===== config.mk =====
export PLATFORM = sky130hd
export DESIGN_NAME = loop_fault_alarm_logic
export DESIGN_NICKNAME = d
export VERILOG_FILES = /design/src/pkg/loop_fault_pkg.sv /design/src/rtl/sync_bank.sv /design/src/rtl/loop_fault_alarm_logic.sv
export SDC_FILE = /design/constraint.sdc
export NUM_CORES = 1
export LEC_CHECK = 0
export BUFFER_PORTS_ARGS = -buffer_cell sky130_fd_sc_hd__buf_2
export CAP_MARGIN = 40
export CORE_ASPECT_RATIO = 2
export CORE_MARGIN = 4
export CORE_UTILIZATION = 40
export DETAILED_ROUTE_END_ITERATION = 10
export HOLD_SLACK_MARGIN = 0.15
export PLACE_DENSITY = 0.58
export SETUP_SLACK_MARGIN = 0.02
export SLEW_MARGIN = 10
export SYNTH_ARGS = -nofsm -noshare
export SYNTH_HDL_FRONTEND = slang
export SYNTH_SLANG_ARGS = --single-unit
export TNS_END_PERCENT = 10

===== constraint.sdc =====
create_clock -name clk_sys_in -period 11.9 [get_ports clk_sys_in]
set_clock_uncertainty 0.15 [all_clocks]
set_input_delay 2.38 -clock clk_sys_in [delete_from_list [all_inputs] [get_ports clk_sys_in]]
set_output_delay 2.38 -clock clk_sys_in [all_outputs]
set_load 0.01 [all_outputs]

===== src/pkg/loop_fault_pkg.sv =====
package loop_fault_pkg;

    // ------------------------------------------------------------
    // clock and timing
    // ------------------------------------------------------------
    localparam int CLK_HZ          = 25_000_000;
    localparam int RETRY_UNIT_MS   = 1;     // one step of the restore interval
    localparam int SILENCE_UNIT_MS = 50;    // one step of the link-silence limit
    localparam int PROBE_US        = 10;    // settle time of one restore attempt
    localparam int RETRY_UNIT_CYC  = (CLK_HZ / 1000) * RETRY_UNIT_MS;
    localparam int SILENCE_UNIT_CYC = (CLK_HZ / 1000) * SILENCE_UNIT_MS;
    localparam logic [23:0] PROBE_CYC = 24'((CLK_HZ / 1_000_000) * PROBE_US);

    // ------------------------------------------------------------
    // serial frame
    // ------------------------------------------------------------
    localparam logic [4:0] FRAME_LAST   = 5'h17;   // bit count 0..23, a frame is 24 bits
    localparam int         CMD_READ_BIT = 7;

    // ------------------------------------------------------------
    // register addresses
    // ------------------------------------------------------------
    localparam logic [6:0] ADDR_NONE         = 7'h00;
    localparam logic [6:0] ADDR_OUTPUT_CODE  = 7'h04;
    localparam logic [6:0] ADDR_STATUS       = 7'h05;
    localparam logic [6:0] ADDR_FAULT_CFG    = 7'h06;
    localparam logic [6:0] ADDR_ALARM_LOW    = 7'h07;
    localparam logic [6:0] ADDR_ALARM_HIGH   = 7'h08;
    localparam logic [6:0] ADDR_FAULT_STATUS = 7'h09;

    // ------------------------------------------------------------
    // fault configuration fields
    // ------------------------------------------------------------
    localparam int CFG_LOOP_ALARM_MASK = 0;
    localparam int CFG_LOOP_PIN_MASK   = 1;
    localparam int CFG_SILENCE_FAULT_MASK = 2;
    localparam int CFG_SILENCE_LOOP_MASK  = 3;
    localparam int CFG_NO_AUTO_RESTORE = 4;
    localparam int CFG_RETRY_LSB       = 5;   // 3 bits
    localparam int CFG_SILENCE_LSB     = 8;   // 3 bits

    // ------------------------------------------------------------
    // status fields
    // ------------------------------------------------------------
    localparam int ST_FRAME      = 0;
    localparam int ST_LIVE_LOOP  = 1;
    localparam int ST_STICKY_LOOP = 2;
    localparam int ST_SILENCE    = 3;
    localparam int ST_BAND       = 4;
    localparam int ST_PIN        = 5;

    // ------------------------------------------------------------
    // reset values
    // ------------------------------------------------------------
    localparam logic [15:0] OUTPUT_CODE_RESET = 16'h0000;
    localparam logic [15:0] FAULT_CFG_RESET   = 16'h0100;
    localparam logic [15:0] ALARM_LOW_RESET   = 16'h2400;
    localparam logic [15:0] ALARM_HIGH_RESET  = 16'hE800;

    typedef enum logic [1:0] {LOOP_OK, LOOP_ALARM, LOOP_PROBE} loop_state_t;

endpackage : loop_fault_pkg


===== src/rtl/sync_bank.sv =====
`timescale 1ns/1ps
module sync_bank #(
    parameter int WIDTH = 1
) (
    input  wire logic             clk_in,
    input  wire logic             rst_n_in,
    input  wire logic [WIDTH-1:0] async_in,
    output logic      [WIDTH-1:0] sync_out
);

    // ------------------------------------------------------------
    // two-stage synchroniser per bit
    // ------------------------------------------------------------
    genvar i;
    generate
        for (i = 0; i < WIDTH; i++)
        begin : g_bit
            logic meta_r;
            logic hold_r;
            // first stage is read only by the second
            always_ff @(posedge clk_in or negedge rst_n_in)
            begin
                if (!rst_n_in)
                begin
                    meta_r <= 1'b0;
                    hold_r <= 1'b0;
                end
                else
                begin
                    meta_r <= async_in[i];
                    hold_r <= meta_r;
                end
            end
            assign sync_out[i] = hold_r;
        end
    endgenerate

endmodule : sync_bank


===== src/rtl/loop_fault_alarm_logic.sv =====
`timescale 1ns/1ps
module loop_fault_alarm_logic
    import loop_fault_pkg::*;
#(
    parameter int RETRY_STEP_CYC   = RETRY_UNIT_CYC,
    parameter int SILENCE_STEP_CYC = SILENCE_UNIT_CYC
) (
    input  wire logic        clk_sys_in,
    input  wire logic        resetn_in,
    input  wire logic        sclk_in,
    input  wire logic        chip_select_n_in,
    input  wire logic        sdi_in,
    output logic             sdo_out,
    output logic             sdo_oe_out,
    input  wire logic        loop_drive_fail_in,
    input  wire logic        alarm_band_select_in,
    input  wire logic        fault_n_pin_in,
    output logic             fault_n_pin_out,
    output logic             fault_n_pin_oe_out,
    output logic [15:0]      loop_current_code_out
);

    // ------------------------------------------------------------
    // reset release and input synchronisation
    // ------------------------------------------------------------
    logic        rst_meta_r;
    logic        rst_n;
    logic [5:0]  pins_s;
    logic        sclk_s, cs_on_s, sdi_s, fail_s, band_s, pin_low_s;

    always_ff @(posedge clk_sys_in or negedge resetn_in)
    begin
        if (!resetn_in)
        begin
            rst_meta_r <= 1'b0;
            rst_n      <= 1'b0;
        end
        else
        begin
            rst_meta_r <= 1'b1;
            rst_n      <= rst_meta_r;
        end
    end

    sync_bank #(.WIDTH(6)) u_sync (
        .clk_in   (clk_sys_in),
        .rst_n_in (rst_n),
        .async_in ({~fault_n_pin_in, alarm_band_select_in, loop_drive_fail_in,
                    sdi_in, ~chip_select_n_in, sclk_in}),
        .sync_out (pins_s)
    );
    assign {pin_low_s, band_s, fail_s, sdi_s, cs_on_s, sclk_s} = pins_s;
    // idle-high pins pass inverted: the stages reset to 0, so no false
    // chip select edge follows reset
    wire cs_s  = ~cs_on_s;
    wire pin_s = ~pin_low_s;

    // ------------------------------------------------------------
    // serial shifter
    // ------------------------------------------------------------
    logic        sclk_d_r, cs_d_r, done_r, got_clk_r, sdo_r;
    logic [4:0]  bit_cnt_r;
    logic [23:0] shift_r;
    logic [15:0] rd_data;

    // edges seen on the synchronised copies only
    wire sclk_rise = sclk_s & ~sclk_d_r;
    wire sclk_fall = ~sclk_s & sclk_d_r;
    wire cs_fall   = ~cs_s & cs_d_r;
    wire cs_rise   = cs_s & ~cs_d_r;
    wire [7:0] cmd  = shift_r[23:16];
    wire [6:0] addr = cmd[6:0];
    wire [4:0] bit_cnt_nxt = (bit_cnt_r == FRAME_LAST) ? 5'h00 : bit_cnt_r + 5'h01;
    // decode one cycle after chip select rises; a last clock edge
    // that lands in the same sample as the rise is not shifted in
    // count framing check
    wire frame_bad = done_r & got_clk_r & (bit_cnt_r != 5'h00);
    wire frame_ok  = done_r & got_clk_r & (bit_cnt_r == 5'h00);
    wire load_rd   = frame_ok & cmd[CMD_READ_BIT];
    // address zero never counts as a write
    wire wr_valid  = frame_ok & ~cmd[CMD_READ_BIT] & (addr != ADDR_NONE);

    always_ff @(posedge clk_sys_in or negedge rst_n)
    begin
        if (!rst_n)
        begin
            sclk_d_r  <= 1'b0;
            cs_d_r    <= 1'b1;
            done_r    <= 1'b0;
            got_clk_r <= 1'b0;
            bit_cnt_r <= 5'h00;
            shift_r   <= 24'h000000;
            sdo_r     <= 1'b0;
        end
        else
        begin
            sclk_d_r <= sclk_s;
            cs_d_r   <= cs_s;
            done_r   <= cs_rise;
            if (cs_fall)
            begin
                bit_cnt_r <= 5'h00;
                got_clk_r <= 1'b0;
                sdo_r     <= shift_r[23];
            end
            else if (sclk_rise && !cs_s)
            begin
                shift_r   <= {shift_r[22:0], sdi_s};
                bit_cnt_r <= bit_cnt_nxt;
                got_clk_r <= 1'b1;
            end
            else if (sclk_fall && !cs_s)
                sdo_r <= shift_r[23];
            else if (load_rd)
                shift_r <= {cmd, rd_data};
        end
    end

    assign sdo_out    = sdo_r;
    assign sdo_oe_out = ~cs_s;

    // ------------------------------------------------------------
    // writable registers
    // ------------------------------------------------------------
    logic [15:0] output_code_r, cfg_r, alarm_low_r, alarm_high_r;
    wire code_wr = wr_valid & (addr == ADDR_OUTPUT_CODE);

    always_ff @(posedge clk_sys_in or negedge rst_n)
    begin
        if (!rst_n)
        begin
            output_code_r <= OUTPUT_CODE_RESET;
            cfg_r         <= FAULT_CFG_RESET;
            alarm_low_r   <= ALARM_LOW_RESET;
            alarm_high_r  <= ALARM_HIGH_RESET;
        end
        else if (wr_valid)
        begin
            if (addr == ADDR_OUTPUT_CODE)
                output_code_r <= shift_r[15:0];
            if (addr == ADDR_FAULT_CFG)
                cfg_r <= shift_r[15:0];
            if (addr == ADDR_ALARM_LOW)
                alarm_low_r <= shift_r[15:0];
            if (addr == ADDR_ALARM_HIGH)
                alarm_high_r <= shift_r[15:0];
        end
    end

    wire       loop_alarm_mask = cfg_r[CFG_LOOP_ALARM_MASK];
    wire       loop_pin_mask   = cfg_r[CFG_LOOP_PIN_MASK];
    wire       silence_fault_mask = cfg_r[CFG_SILENCE_FAULT_MASK];
    wire       silence_loop_mask  = cfg_r[CFG_SILENCE_LOOP_MASK];
    wire       no_auto_restore = cfg_r[CFG_NO_AUTO_RESTORE];
    wire [2:0] retry_field     = cfg_r[CFG_RETRY_LSB +: 3];
    wire [2:0] silence_field   = cfg_r[CFG_SILENCE_LSB +: 3];

    // ------------------------------------------------------------
    // loop fault state machine
    // ------------------------------------------------------------
    loop_state_t loop_state_r, loop_state_nxt;
    logic        live_r, live_nxt, sticky_loop_r, cnt_clr;
    logic [23:0] loop_cnt_r;
    wire  [23:0] retry_limit = 24'(({21'h0, retry_field} + 24'h1) * 24'(RETRY_STEP_CYC));
    wire         status_clr  = load_rd & (addr == ADDR_STATUS);
    wire         recheck_req = load_rd & (addr == ADDR_FAULT_STATUS);
    // manual mode waits for fault status read or a code write
    wire retry_go = code_wr | (no_auto_restore ? recheck_req
                                               : (loop_cnt_r >= retry_limit - 24'h1));
    wire probe_end = (loop_cnt_r >= PROBE_CYC - 24'h1);

    always_comb
    begin
        loop_state_nxt = loop_state_r;
        live_nxt       = live_r;
        cnt_clr        = 1'b0;
        case (loop_state_r)
            LOOP_OK:
            begin
                cnt_clr  = 1'b1;
                // masked faults are still reported live
                live_nxt = loop_alarm_mask & fail_s;
                if (fail_s && !loop_alarm_mask)
                begin
                    loop_state_nxt = LOOP_ALARM;
                    live_nxt       = 1'b1;
                end
            end
            LOOP_ALARM:
            begin
                if (loop_alarm_mask)
                begin
                    loop_state_nxt = LOOP_OK;
                    live_nxt       = fail_s;
                end
                else if (retry_go)
                begin
                    loop_state_nxt = LOOP_PROBE;
                    cnt_clr        = 1'b1;
                end
            end
            LOOP_PROBE:
            begin
                if (loop_alarm_mask)
                    loop_state_nxt = LOOP_OK;
                else if (probe_end && fail_s)
                begin
                    loop_state_nxt = LOOP_ALARM;
                    cnt_clr        = 1'b1;
                end
                else if (probe_end)
                begin
                    loop_state_nxt = LOOP_OK;
                    live_nxt       = 1'b0;
                end
            end
            default:
            begin
                loop_state_nxt = LOOP_OK;
                live_nxt       = 1'b0;
            end
        endcase
    end

    // a fault that was live while masked still marks sticky on alarm entry
    wire alarm_entry = (loop_state_r == LOOP_OK) & (loop_state_nxt == LOOP_ALARM);
    // sticky clears only on status read, a new fault wins
    always_ff @(posedge clk_sys_in or negedge rst_n)
    begin
        if (!rst_n)
        begin
            loop_state_r  <= LOOP_OK;
            live_r        <= 1'b0;
            sticky_loop_r <= 1'b0;
            loop_cnt_r    <= 24'h000000;
        end
        else
        begin
            loop_state_r  <= loop_state_nxt;
            live_r        <= live_nxt;
            sticky_loop_r <= (live_nxt & ~live_r) | alarm_entry | (sticky_loop_r & ~status_clr);
            loop_cnt_r    <= cnt_clr ? 24'h000000 : loop_cnt_r + 24'h000001;
        end
    end

    // ------------------------------------------------------------
    // link silence and frame fault
    // ------------------------------------------------------------
    logic        sil_to_r, frame_sticky_r, init_r;
    logic [23:0] sil_cnt_r;
    wire  [23:0] sil_limit = 24'(({21'h0, silence_field} + 24'h1) * 24'(SILENCE_STEP_CYC));

    // silence counter flags timeout at limit
    // restart at end of valid write frame to a nonzero address
    always_ff @(posedge clk_sys_in or negedge rst_n)
    begin
        if (!rst_n)
        begin
            sil_cnt_r <= 24'h000000;
            sil_to_r  <= 1'b0;
        end
        else if (wr_valid)
        begin
            sil_cnt_r <= 24'h000000;
            sil_to_r  <= 1'b0;
        end
        else if (!sil_to_r)
        begin
            sil_cnt_r <= sil_cnt_r + 24'h000001;
            sil_to_r  <= (sil_cnt_r >= sil_limit - 24'h1);
        end
    end

    // frame flag: set wins over the status-read clear
    // alarm band held from power-up until first code
    always_ff @(posedge clk_sys_in or negedge rst_n)
    begin
        if (!rst_n)
        begin
            frame_sticky_r <= 1'b0;
            init_r         <= 1'b1;
        end
        else
        begin
            frame_sticky_r <= frame_bad | (frame_sticky_r & ~status_clr);
            if (code_wr)
                init_r <= 1'b0;
        end
    end

    // ------------------------------------------------------------
    // status view and output selection
    // ------------------------------------------------------------
    // one status word for both read addresses
    wire [15:0] status_word = {10'h000, pin_s, band_s, sil_to_r, sticky_loop_r,
                               live_r, frame_sticky_r};
    assign rd_data = (addr == ADDR_STATUS || addr == ADDR_FAULT_STATUS) ? status_word :
                     (addr == ADDR_OUTPUT_CODE) ? output_code_r :
                     (addr == ADDR_FAULT_CFG)   ? cfg_r :
                     (addr == ADDR_ALARM_LOW)   ? alarm_low_r :
                     (addr == ADDR_ALARM_HIGH)  ? alarm_high_r : 16'h0000;

    wire sil_report  = sil_to_r & ~silence_fault_mask;
    wire sil_on_loop = sil_report & ~silence_loop_mask;
    wire loop_alarm  = (loop_state_r == LOOP_ALARM);
    wire probing     = (loop_state_r == LOOP_PROBE);
    wire band_alarm  = (sil_on_loop | init_r) & ~probing;
    // band codes kept in alarm registers
    // band pin picks silence alarm level
    wire [15:0] band_code = band_s ? alarm_high_r : alarm_low_r;
    wire [15:0] code_nxt = loop_alarm ? alarm_low_r :
                           band_alarm ? band_code : output_code_r;
    // pin pulled while any unmasked fault stands
    wire fault_act = (live_r & ~loop_pin_mask) | sil_report | frame_sticky_r;
    logic [15:0] code_r;
    logic        fault_oe_r;

    always_ff @(posedge clk_sys_in or negedge rst_n)
    begin
        if (!rst_n)
        begin
            code_r     <= ALARM_LOW_RESET;
            fault_oe_r <= 1'b0;
        end
        else
        begin
            code_r     <= code_nxt;
            fault_oe_r <= fault_act;
        end
    end

    assign loop_current_code_out = code_r;
    assign fault_n_pin_out       = 1'b0;        // open drain: only ever pulls low
    assign fault_n_pin_oe_out    = fault_oe_r;

    // ------------------------------------------------------------
    // assertions
    // ------------------------------------------------------------
    a_loop_alarm_low: assert property (@(posedge clk_sys_in) disable iff (!rst_n)
        loop_alarm |=> (code_r == $past(alarm_low_r)))
        else $error("loop alarm not at low level");

    a_band_high_sel: assert property (@(posedge clk_sys_in) disable iff (!rst_n)
        (sil_on_loop && band_s && loop_state_r == LOOP_OK) |=> (code_r == $past(alarm_high_r)))
        else $error("silence alarm not at high level");

    a_sticky_hold: assert property (@(posedge clk_sys_in) disable iff (!rst_n)
        (sticky_loop_r && !status_clr) |=> sticky_loop_r)
        else $error("sticky loop bit dropped without read");

    a_fault_sets_bits: assert property (@(posedge clk_sys_in) disable iff (!rst_n)
        (loop_state_r == LOOP_OK && fail_s && !loop_alarm_mask) |=> (live_r && sticky_loop_r))
        else $error("loop fault did not set status bits");

    a_manual_wait: assert property (@(posedge clk_sys_in) disable iff (!rst_n)
        (loop_alarm && no_auto_restore && !loop_alarm_mask && !recheck_req && !code_wr)
        |=> (loop_state_r == LOOP_ALARM))
        else $error("restore attempted without status read");

    a_frame_pin_low: assert property (@(posedge clk_sys_in) disable iff (!rst_n)
        frame_bad |=> ##1 fault_n_pin_oe_out)
        else $error("frame fault did not pull pin");

    a_frame_no_restart: assert property (@(posedge clk_sys_in) disable iff (!rst_n)
        (frame_bad && !sil_to_r) |=> (sil_cnt_r == $past(sil_cnt_r) + 24'h1))
        else $error("bad frame restarted silence timer");

    a_addr0_no_restart: assert property (@(posedge clk_sys_in) disable iff (!rst_n)
        (frame_ok && cmd == 8'h00 && !sil_to_r) |=> (sil_cnt_r == $past(sil_cnt_r) + 24'h1))
        else $error("address zero write restarted silence timer");

    a_silence_flag: assert property (@(posedge clk_sys_in) disable iff (!rst_n)
        (!sil_to_r && !wr_valid && sil_cnt_r == sil_limit - 24'h1) |=> sil_to_r)
        else $error("silence limit reached without timeout");

    a_probe_bound: assert property (@(posedge clk_sys_in) disable iff (!rst_n)
        (probing && probe_end && !fail_s && !loop_alarm_mask) |=> (!live_r && !loop_alarm))
        else $error("successful restore left fault live");

endmodule : loop_fault_alarm_logic


==> impl_metrics.json, run 1 <==
{
  "status": "finished clean",
  "vias_per_cell": 5.62,
  "synthTopCellsByCount": "dfrtp_1 (173), nor2_1 (121), mux2_2 (100), ha_1 (88), a21oi_1 (54)",
  "path_clk_slew_ps": 70,
  "row_count": 85,
  "firstDrtPassIters": 5,
  "drtIter0Drc": 418,
  "startpoint_type": "flip-flop",
  "top_usage_layer": "met2",
  "critPathKind": "flip-flop to flip-flop",
  "yosysTopAreaCellShare_pct": 39.4,
  "die_h_um": 242,
  "tns_ps": 0,
  "hold_path_class": "flip-flop to flip-flop",
  "post-route-util_pct": 45.0,
  "crit_arrival_ps": 6400,
  "grt_pass1_wl_um": 43800,
  "initial_core_util_pct": 40.6,
  "drive_above_1_share_pct": 19.4,
  "io_buffers": 26,
  "htreeDepth": 4,
  "place_congestion": 0.859,
  "clock.fmax_mhz": 162,
  "grtUsageTotal_pct": 17.9,
  "grt_pass1_vias": 8633,
  "drv_cap": 0,
  "power.density_nw_per_um2": 129,
  "overflow": 0,
  "end_kind": "flip-flop",
  "synth_seq_cells": 184,
  "synth.distinct_cells": 76,
  "slew_viol_final": 0,
  "post_cts_buffers": 0,
  "cts.sinks": 184,
  "crit_path_cell_trace": "inv_1, ha_1, ha_1, ha_1, ha_1, a21oi_1, o21ai_0, a22o_1, or2_2, xor2_1, nor4b_2, nand3_1, ha_1, a21oi_1, nor2b_1, a2111oi_0, o211ai_1, a311o_1, buf_8, nor2_1",
  "holdPathStages": 0,
  "worstSkewPairLatency_ps": 450,
  "power.total_mw": 1.57,
  "drt.antenna.violating_nets": 0,
  "peakVddDrop_mv": 0.101,
  "postSynthNetCount": 1160,
  "cts_tree": "built",
  "syn2layout_area_growth_pct": 10.7,
  "netlist_instances": 1062,
  "drc": 0,
  "cp_common_cell": "ha_1",
  "ys.flop_type": "dfrtp_1",
  "met3_usage_pct": 3.31,
  "fin_crit_ps": 6180,
  "fillerInstances": 2671,
  "dieArea_um2": 30300,
  "layout_setup_ws_ps": 5720,
  "antenna_cells": 0,
  "finalCritPeriodShare_pct": 51.9,
  "io_pins": 28,
  "core_um2": 27000,
  "wire_per_inst_um": 18.4,
  "max-slew-margin-rel_pct": 42.5,
  "clockRootBuffer": "clkbuf_16",
  "hold_viol_final": 0,
  "grt_max_degree": 61,
  "finalSetupViolations": 0,
  "use_met2_pct": 35.1,
  "worst_pin_slew_ps": 862,
  "avgSynthCellArea_um2": 10.3,
  "synth_seq_area_share_pct": 42.1,
  "cp_max_fo": 20,
  "rsz0062_at_grt": "no",
  "yosysWarningCount": 0,
  "post_cts_resized": 0,
  "drt_wl_total_um": 26500,
  "reg2regPathDepth": 20,
  "yosysTopAreaCell": "dfrtp_1",
  "pre_cts_ws_ps": 5760,
  "num_vias": 8101,
  "critPathRequiredTime_ps": 12130,
  "holdBufCountCts": 0,
  "cts_buffers": 17,
  "antenna_found_initial": 0,
  "max_stage_delay_ps": 610,
  "slowest_stage": "dfrtp_1",
  "netlist_area_um2": 11000,
  "nets": 1179,
  "synth.area.top_cells": "dfrtp_1 (39%), mux2_2 (10%), ha_1 (10%), nor2_1 (4.1%), xnor2_1 (3.6%)",
  "place_hpwl_um": 19500,
  "synth-async-reset-ratio_pct": 100,
  "die_w_um": 125,
  "cts.path.max_buffers": 2,
  "synth_edf_count": 0,
  "synth_most_common_cell": "dfrtp_1",
  "grtUsageMet1_pct": 17.9,
  "leakage_nw": 5.77
}
==> area by class of cell <==
type,instances,area [µm²],area share (%)
repair buffers,44,312,2.56
well taps,348,435,3.58
clock inverters,12,141,1.16
multi-input cells,801,6070,49.9
flip-flops and latches,184,4620,38.0
inverters,33,124,1.02
clock buffers,20,447,3.68
==> path summary, 6_finish.rpt <==
path / from / endpoint / slack (ps)
worst max-delay path: cfg_r[5] / loop_cnt_r[3] / 5720
worst min-delay path: u_sync.g_bit[2].meta_r / u_sync.g_bit[2].hold_r / 200
worst max register to register: cfg_r[5] / loop_cnt_r[3] / 5720
worst min register to register: u_sync.g_bit[2].meta_r / u_sync.g_bit[2].hold_r / 200
max in group asynchronous: resetn_in / rst_n / 9930
min in group asynchronous: rst_n / cfg_r[14] / 260
==> stage by stage <==
stage          cells  cell area, µm²  hold WS, ps
6_report        1442           12100          203
5_1_grt         1442           12100          213
4_1_cts         1442           12100          210
3_5_place_dp    1410           11600          187
3_3_place_gp    1404           11500          184
2_1_floorplan   1062           11000          181
==> kinds of logic after synthesis <==
kind of cell	synth area share, %
muxes	10.4
buffers and inverters	2.76
DFF	42.1
AOI/OAI and AO/OA	12.3
adders and majority gates	10.4
other	0.0684
and+or+nand+nor	14.8
xor gates and xnor gates	7.17
==> registers in the layout, indices dropped and copies added, names as in the netlist, 6 cells and up <==
name,count
alarm_high_r,16
alarm_low_r,16
cfg_r,16
loop_cnt_r,24
loop_current_code_out,16
output_code_r,16
shift_r,24
sil_cnt_r,24
u_sync.g_bit.hold_r,6
u_sync.g_bit.meta_r,6
==> placed cells by master (no fill, tap or decap), types with 4 or more instances in the layout <==
master	synthesis	layout
a211oi_1	4	4
a21o_1	11	11
a21oi_1	54	54
a221oi_1	10	10
a222oi_1	6	6
a22o_1	19	19
a31oi_1	5	5
and3_1	10	10
and4_1	8	8
buf_2	4	26
buf_4	2	13
clkbuf_16	0	17
dfrtp_1	173	172
dfstp_2	11	11
ha_1	88	88
inv_1	32	32
mux2_2	100	100
nand2_1	50	50
nand2b_1	7	7
nand3_1	27	27
nand4_1	16	16
nor2_1	121	121
nor2b_1	15	15
nor3_1	15	14
nor4_1	5	5
o211ai_1	4	4
o21a_1	5	5
o21ai_0	36	36
o22ai_1	18	18
o31ai_1	4	4
or2_2	6	6
or3_1	11	11
xnor2_1	45	45
xor2_1	43	43
==> per-layer routing <==
| metal | share of wire (%) | vias up | wire, µm |
|---|---|---|---|
| li1 | - | 3851 | - |
| met1 | 37 | 4031 | 9810 |
| met2 | 57 | 154 | 15100 |
| met3 | 2.4 | 65 | 645 |
| met4 | 3.4 | 0 | 894 |
| met5 | 0 | - | 0 |
==> power breakdown <==
part           leakage (nW)  internal (mW)  switching, mW
Sequential             2.44          0.686         0.0588
Clock                 0.287          0.319          0.257
Combinational          3.04         0.0973          0.152
==> critical path, delay by kind of cell, from the launching register on <==
family	cells	cell delay, ps
buffers and inverters	2	470
AND/OR/NAND/NOR	5	1090
adder cells (fa/ha/maj)	5	1820
AO/OA/AOI/OAI	7	1760
XOR/XNOR	1	180
flip-flops	1	610
No activity file was read; power rests on OpenSTA's default activity.
==> run 2: changes to the inputs <==
PLACE_DENSITY = 0.6   (was 0.58)
clock period = 5.49 ns   (was 11.9 ns; I/O delays follow)
==> run 2 against run 1 <==
  * Utilization up 1.1 points
  * Critical path depth is 1 higher
  * First-iteration DRC count decreased by 21%
==> impl_metrics.json, run 2 (same netlist as run 1, synthesis figures left out) <==
{
  "worstSkewPairLatency_ps": 460,
  "p_sw_mw": 1.01,
  "place_congestion": 0.846,
  "timing.rr.end": "sil_to_r",
  "syn2layout_area_growth_pct": 13.4,
  "hold_viol_final": 0,
  "tns_ps": 0,
  "status": "finished clean",
  "end_kind": "flip-flop",
  "cp_max_fo": 7,
  "firstDrtPassIters": 6,
  "cts.sinks": 184,
  "drt.antenna.violating_nets": 0,
  "grt_pass1_vias": 8618,
  "wire_per_inst_um": 18.1,
  "leakage_nw": 5.93,
  "pwr-share-seq_pct": 47.7,
  "comb_power_share_pct": 15.5,
  "hold_path_class": "flip-flop to flip-flop",
  "overflow": 0,
  "rsz0062_at_grt": "yes",
  "drt_wl_total_um": 26700,
  "peakVddDrop_mv": 0.285,
  "grt_pass1_wl_um": 43700,
  "r2r_start": "cfg_r[8]",
  "post-route-util_pct": 46.1,
  "drc": 0,
  "row_count": 85,
  "core_um2": 27000,
  "cp-startpoint": "cfg_r[8]",
  "vias_per_cell": 5.55,
  "reg_top3": "loop_cnt_r: 24 flops, shift_r: 24 flops, sil_cnt_r: 24 flops",
  "p_clk_share_pct": 36.8,
  "num_vias": 8178,
  "slew_viol_final": 0,
  "reg2regPathDepth": 21,
  "dieArea_um2": 30300,
  "layout_commonest_cell": "dfrtp_1",
  "cts_tree": "built",
  "antenna_found_initial": 0,
  "critPathKind": "flip-flop to flip-flop",
  "holdBufCountCts": 0,
  "final_cell_mix": "dfrtp_1 (172), nor2_1 (120), mux2_2 (100), ha_1 (85), a21oi_1 (54)",
  "finalSetupViolations": 0,
  "max-slew-margin-rel_pct": 39.1,
  "clock.fmax_mhz": 189,
  "drive_above_1_share_pct": 23.0,
  "worstHoldStart": "u_sync.g_bit[5].meta_r",
  "htreeDepth": 4,
  "power.density_nw_per_um2": 271,
  "p_int_mw": 2.37,
  "drtIter0Drc": 332,
  "die_w_um": 125,
  "worst_pin_slew_ps": 912,
  "critPathRequiredTime_ps": 5720,
  "die_h_um": 242,
  "startpoint_type": "flip-flop",
  "grtUsageTotal_pct": 17.8,
  "cts_buffers": 17,
  "r2r_slack_ps": 210,
  "path_clk_slew_ps": 70,
  "finalCritPeriodShare_pct": 96.2,
  "power.total_mw": 3.38,
  "initial_core_util_pct": 40.6,
  "io_pins": 28,
  "fillerInstances": 2624,
  "cts.path.max_buffers": 2,
  "drv_cap": 0,
  "grt_max_degree": 137,
  "holdWs_ps": 199,
  "p_sw_share_pct": 29.8,
  "antenna_cells": 0,
  "crit_arrival_ps": 5510,
  "nets": 1210,
  "io_buffers": 26,
  "fin_crit_ps": 5280,
  "clockRootBuffer": "clkbuf_16",
  "endpoint": "sil_to_r",
  "place_hpwl_um": 19400
}
-- run 2: cell types whose count changed in the layout (fill, tap and decap cells not counted), sizes merged --
cell / previous run / this run
clkbuf: 20 / 22
clkinvlp: 1 / 3
clkinv: 5 / 3
inv: 37 / 36
bufinv: 2 / 1
buf: 44 / 75
-- run 2: how the worst min path moves through the flow --
stage	to	slack (ps)	depth (start not counted)
2_1_floorplan	rst_n	180	0
3_3_place_gp	u_sync.g_bit[1].hold_r	180	0
3_5_place_dp	u_sync.g_bit[5].hold_r	190	0
4_1_cts	u_sync.g_bit[5].hold_r	200	0
5_1_grt	u_sync.g_bit[0].hold_r	210	0
6_report	u_sync.g_bit[5].hold_r	200	0
-- run 2: power groups by stage --
stage | logic (mW) | registers [mW] | clock network (mW)
2_1_floorplan | 0.311 | 1.64 | 0
3_3_place_gp | 0.514 | 1.64 | 0
3_5_place_dp | 0.527 | 1.64 | 0
4_1_cts | 0.533 | 1.61 | 1.28
5_1_grt | 0.582 | 1.64 | 1.33
6_report | 0.523 | 1.61 | 1.24
-- run 2: layout make-up --
type	instances	area [µm²]	share of cell area, %
Tap cell	348	435	3.50
Sequential cell	184	4620	37.1
Clock buffer	22	484	3.89
Multi-Input combinational cell	801	6150	49.4
Clock inverter	10	110	0.884
Inverter	33	124	0.995
Timing Repair Buffer	75	526	4.22
-- run 2: routing by layer --
layer | vias up | track usage [%] | share of wire (%)
met3 | 55 | 2.69 | 2.0
li1 | 3912 | - | -
met5 | - | 0 | 0
met2 | 118 | 35.1 | 58
met4 | 0 | 7.85 | 3.2
met1 | 4093 | 18.1 | 37
-- run 2: timing repair --
item	CTS	global route
gates cloned	0	0
resized for setup	1	19
pin swaps	1	6
setup buffers	1	5
endpoints found under the setup margin	25	27
-- run 2: metrics by stage --
stage | setup slack, ps | instance area, µm² | cells
final | 210 | 12500 | 1473
after global routing | -39.1 | 12500 | 1473
after CTS | 44.7 | 12300 | 1468
after detailed placement | -83.0 | 11700 | 1435
after global placement | -33.7 | 11700 | 1432
after floorplan | -130 | 11000 | 1062
-- run 2: worst max-delay path: stages (launching register included) --
cell	delay [ps]
dfstp_2	560
ha_1	180
xor2_1	140
buf_4	170
ha_1	270
fa_1	470
ha_2	370
o21ai_1	100
or4b_2	620
o211ai_1	150
a221oi_2	70
and4bb_2	240
a311o_1	280
xnor2_1	130
ha_1	300
nand4_1	90
or2_2	320
nor3_2	180
a211oi_2	100
o21ai_0	100
a31oi_1	60
a21oi_1	140
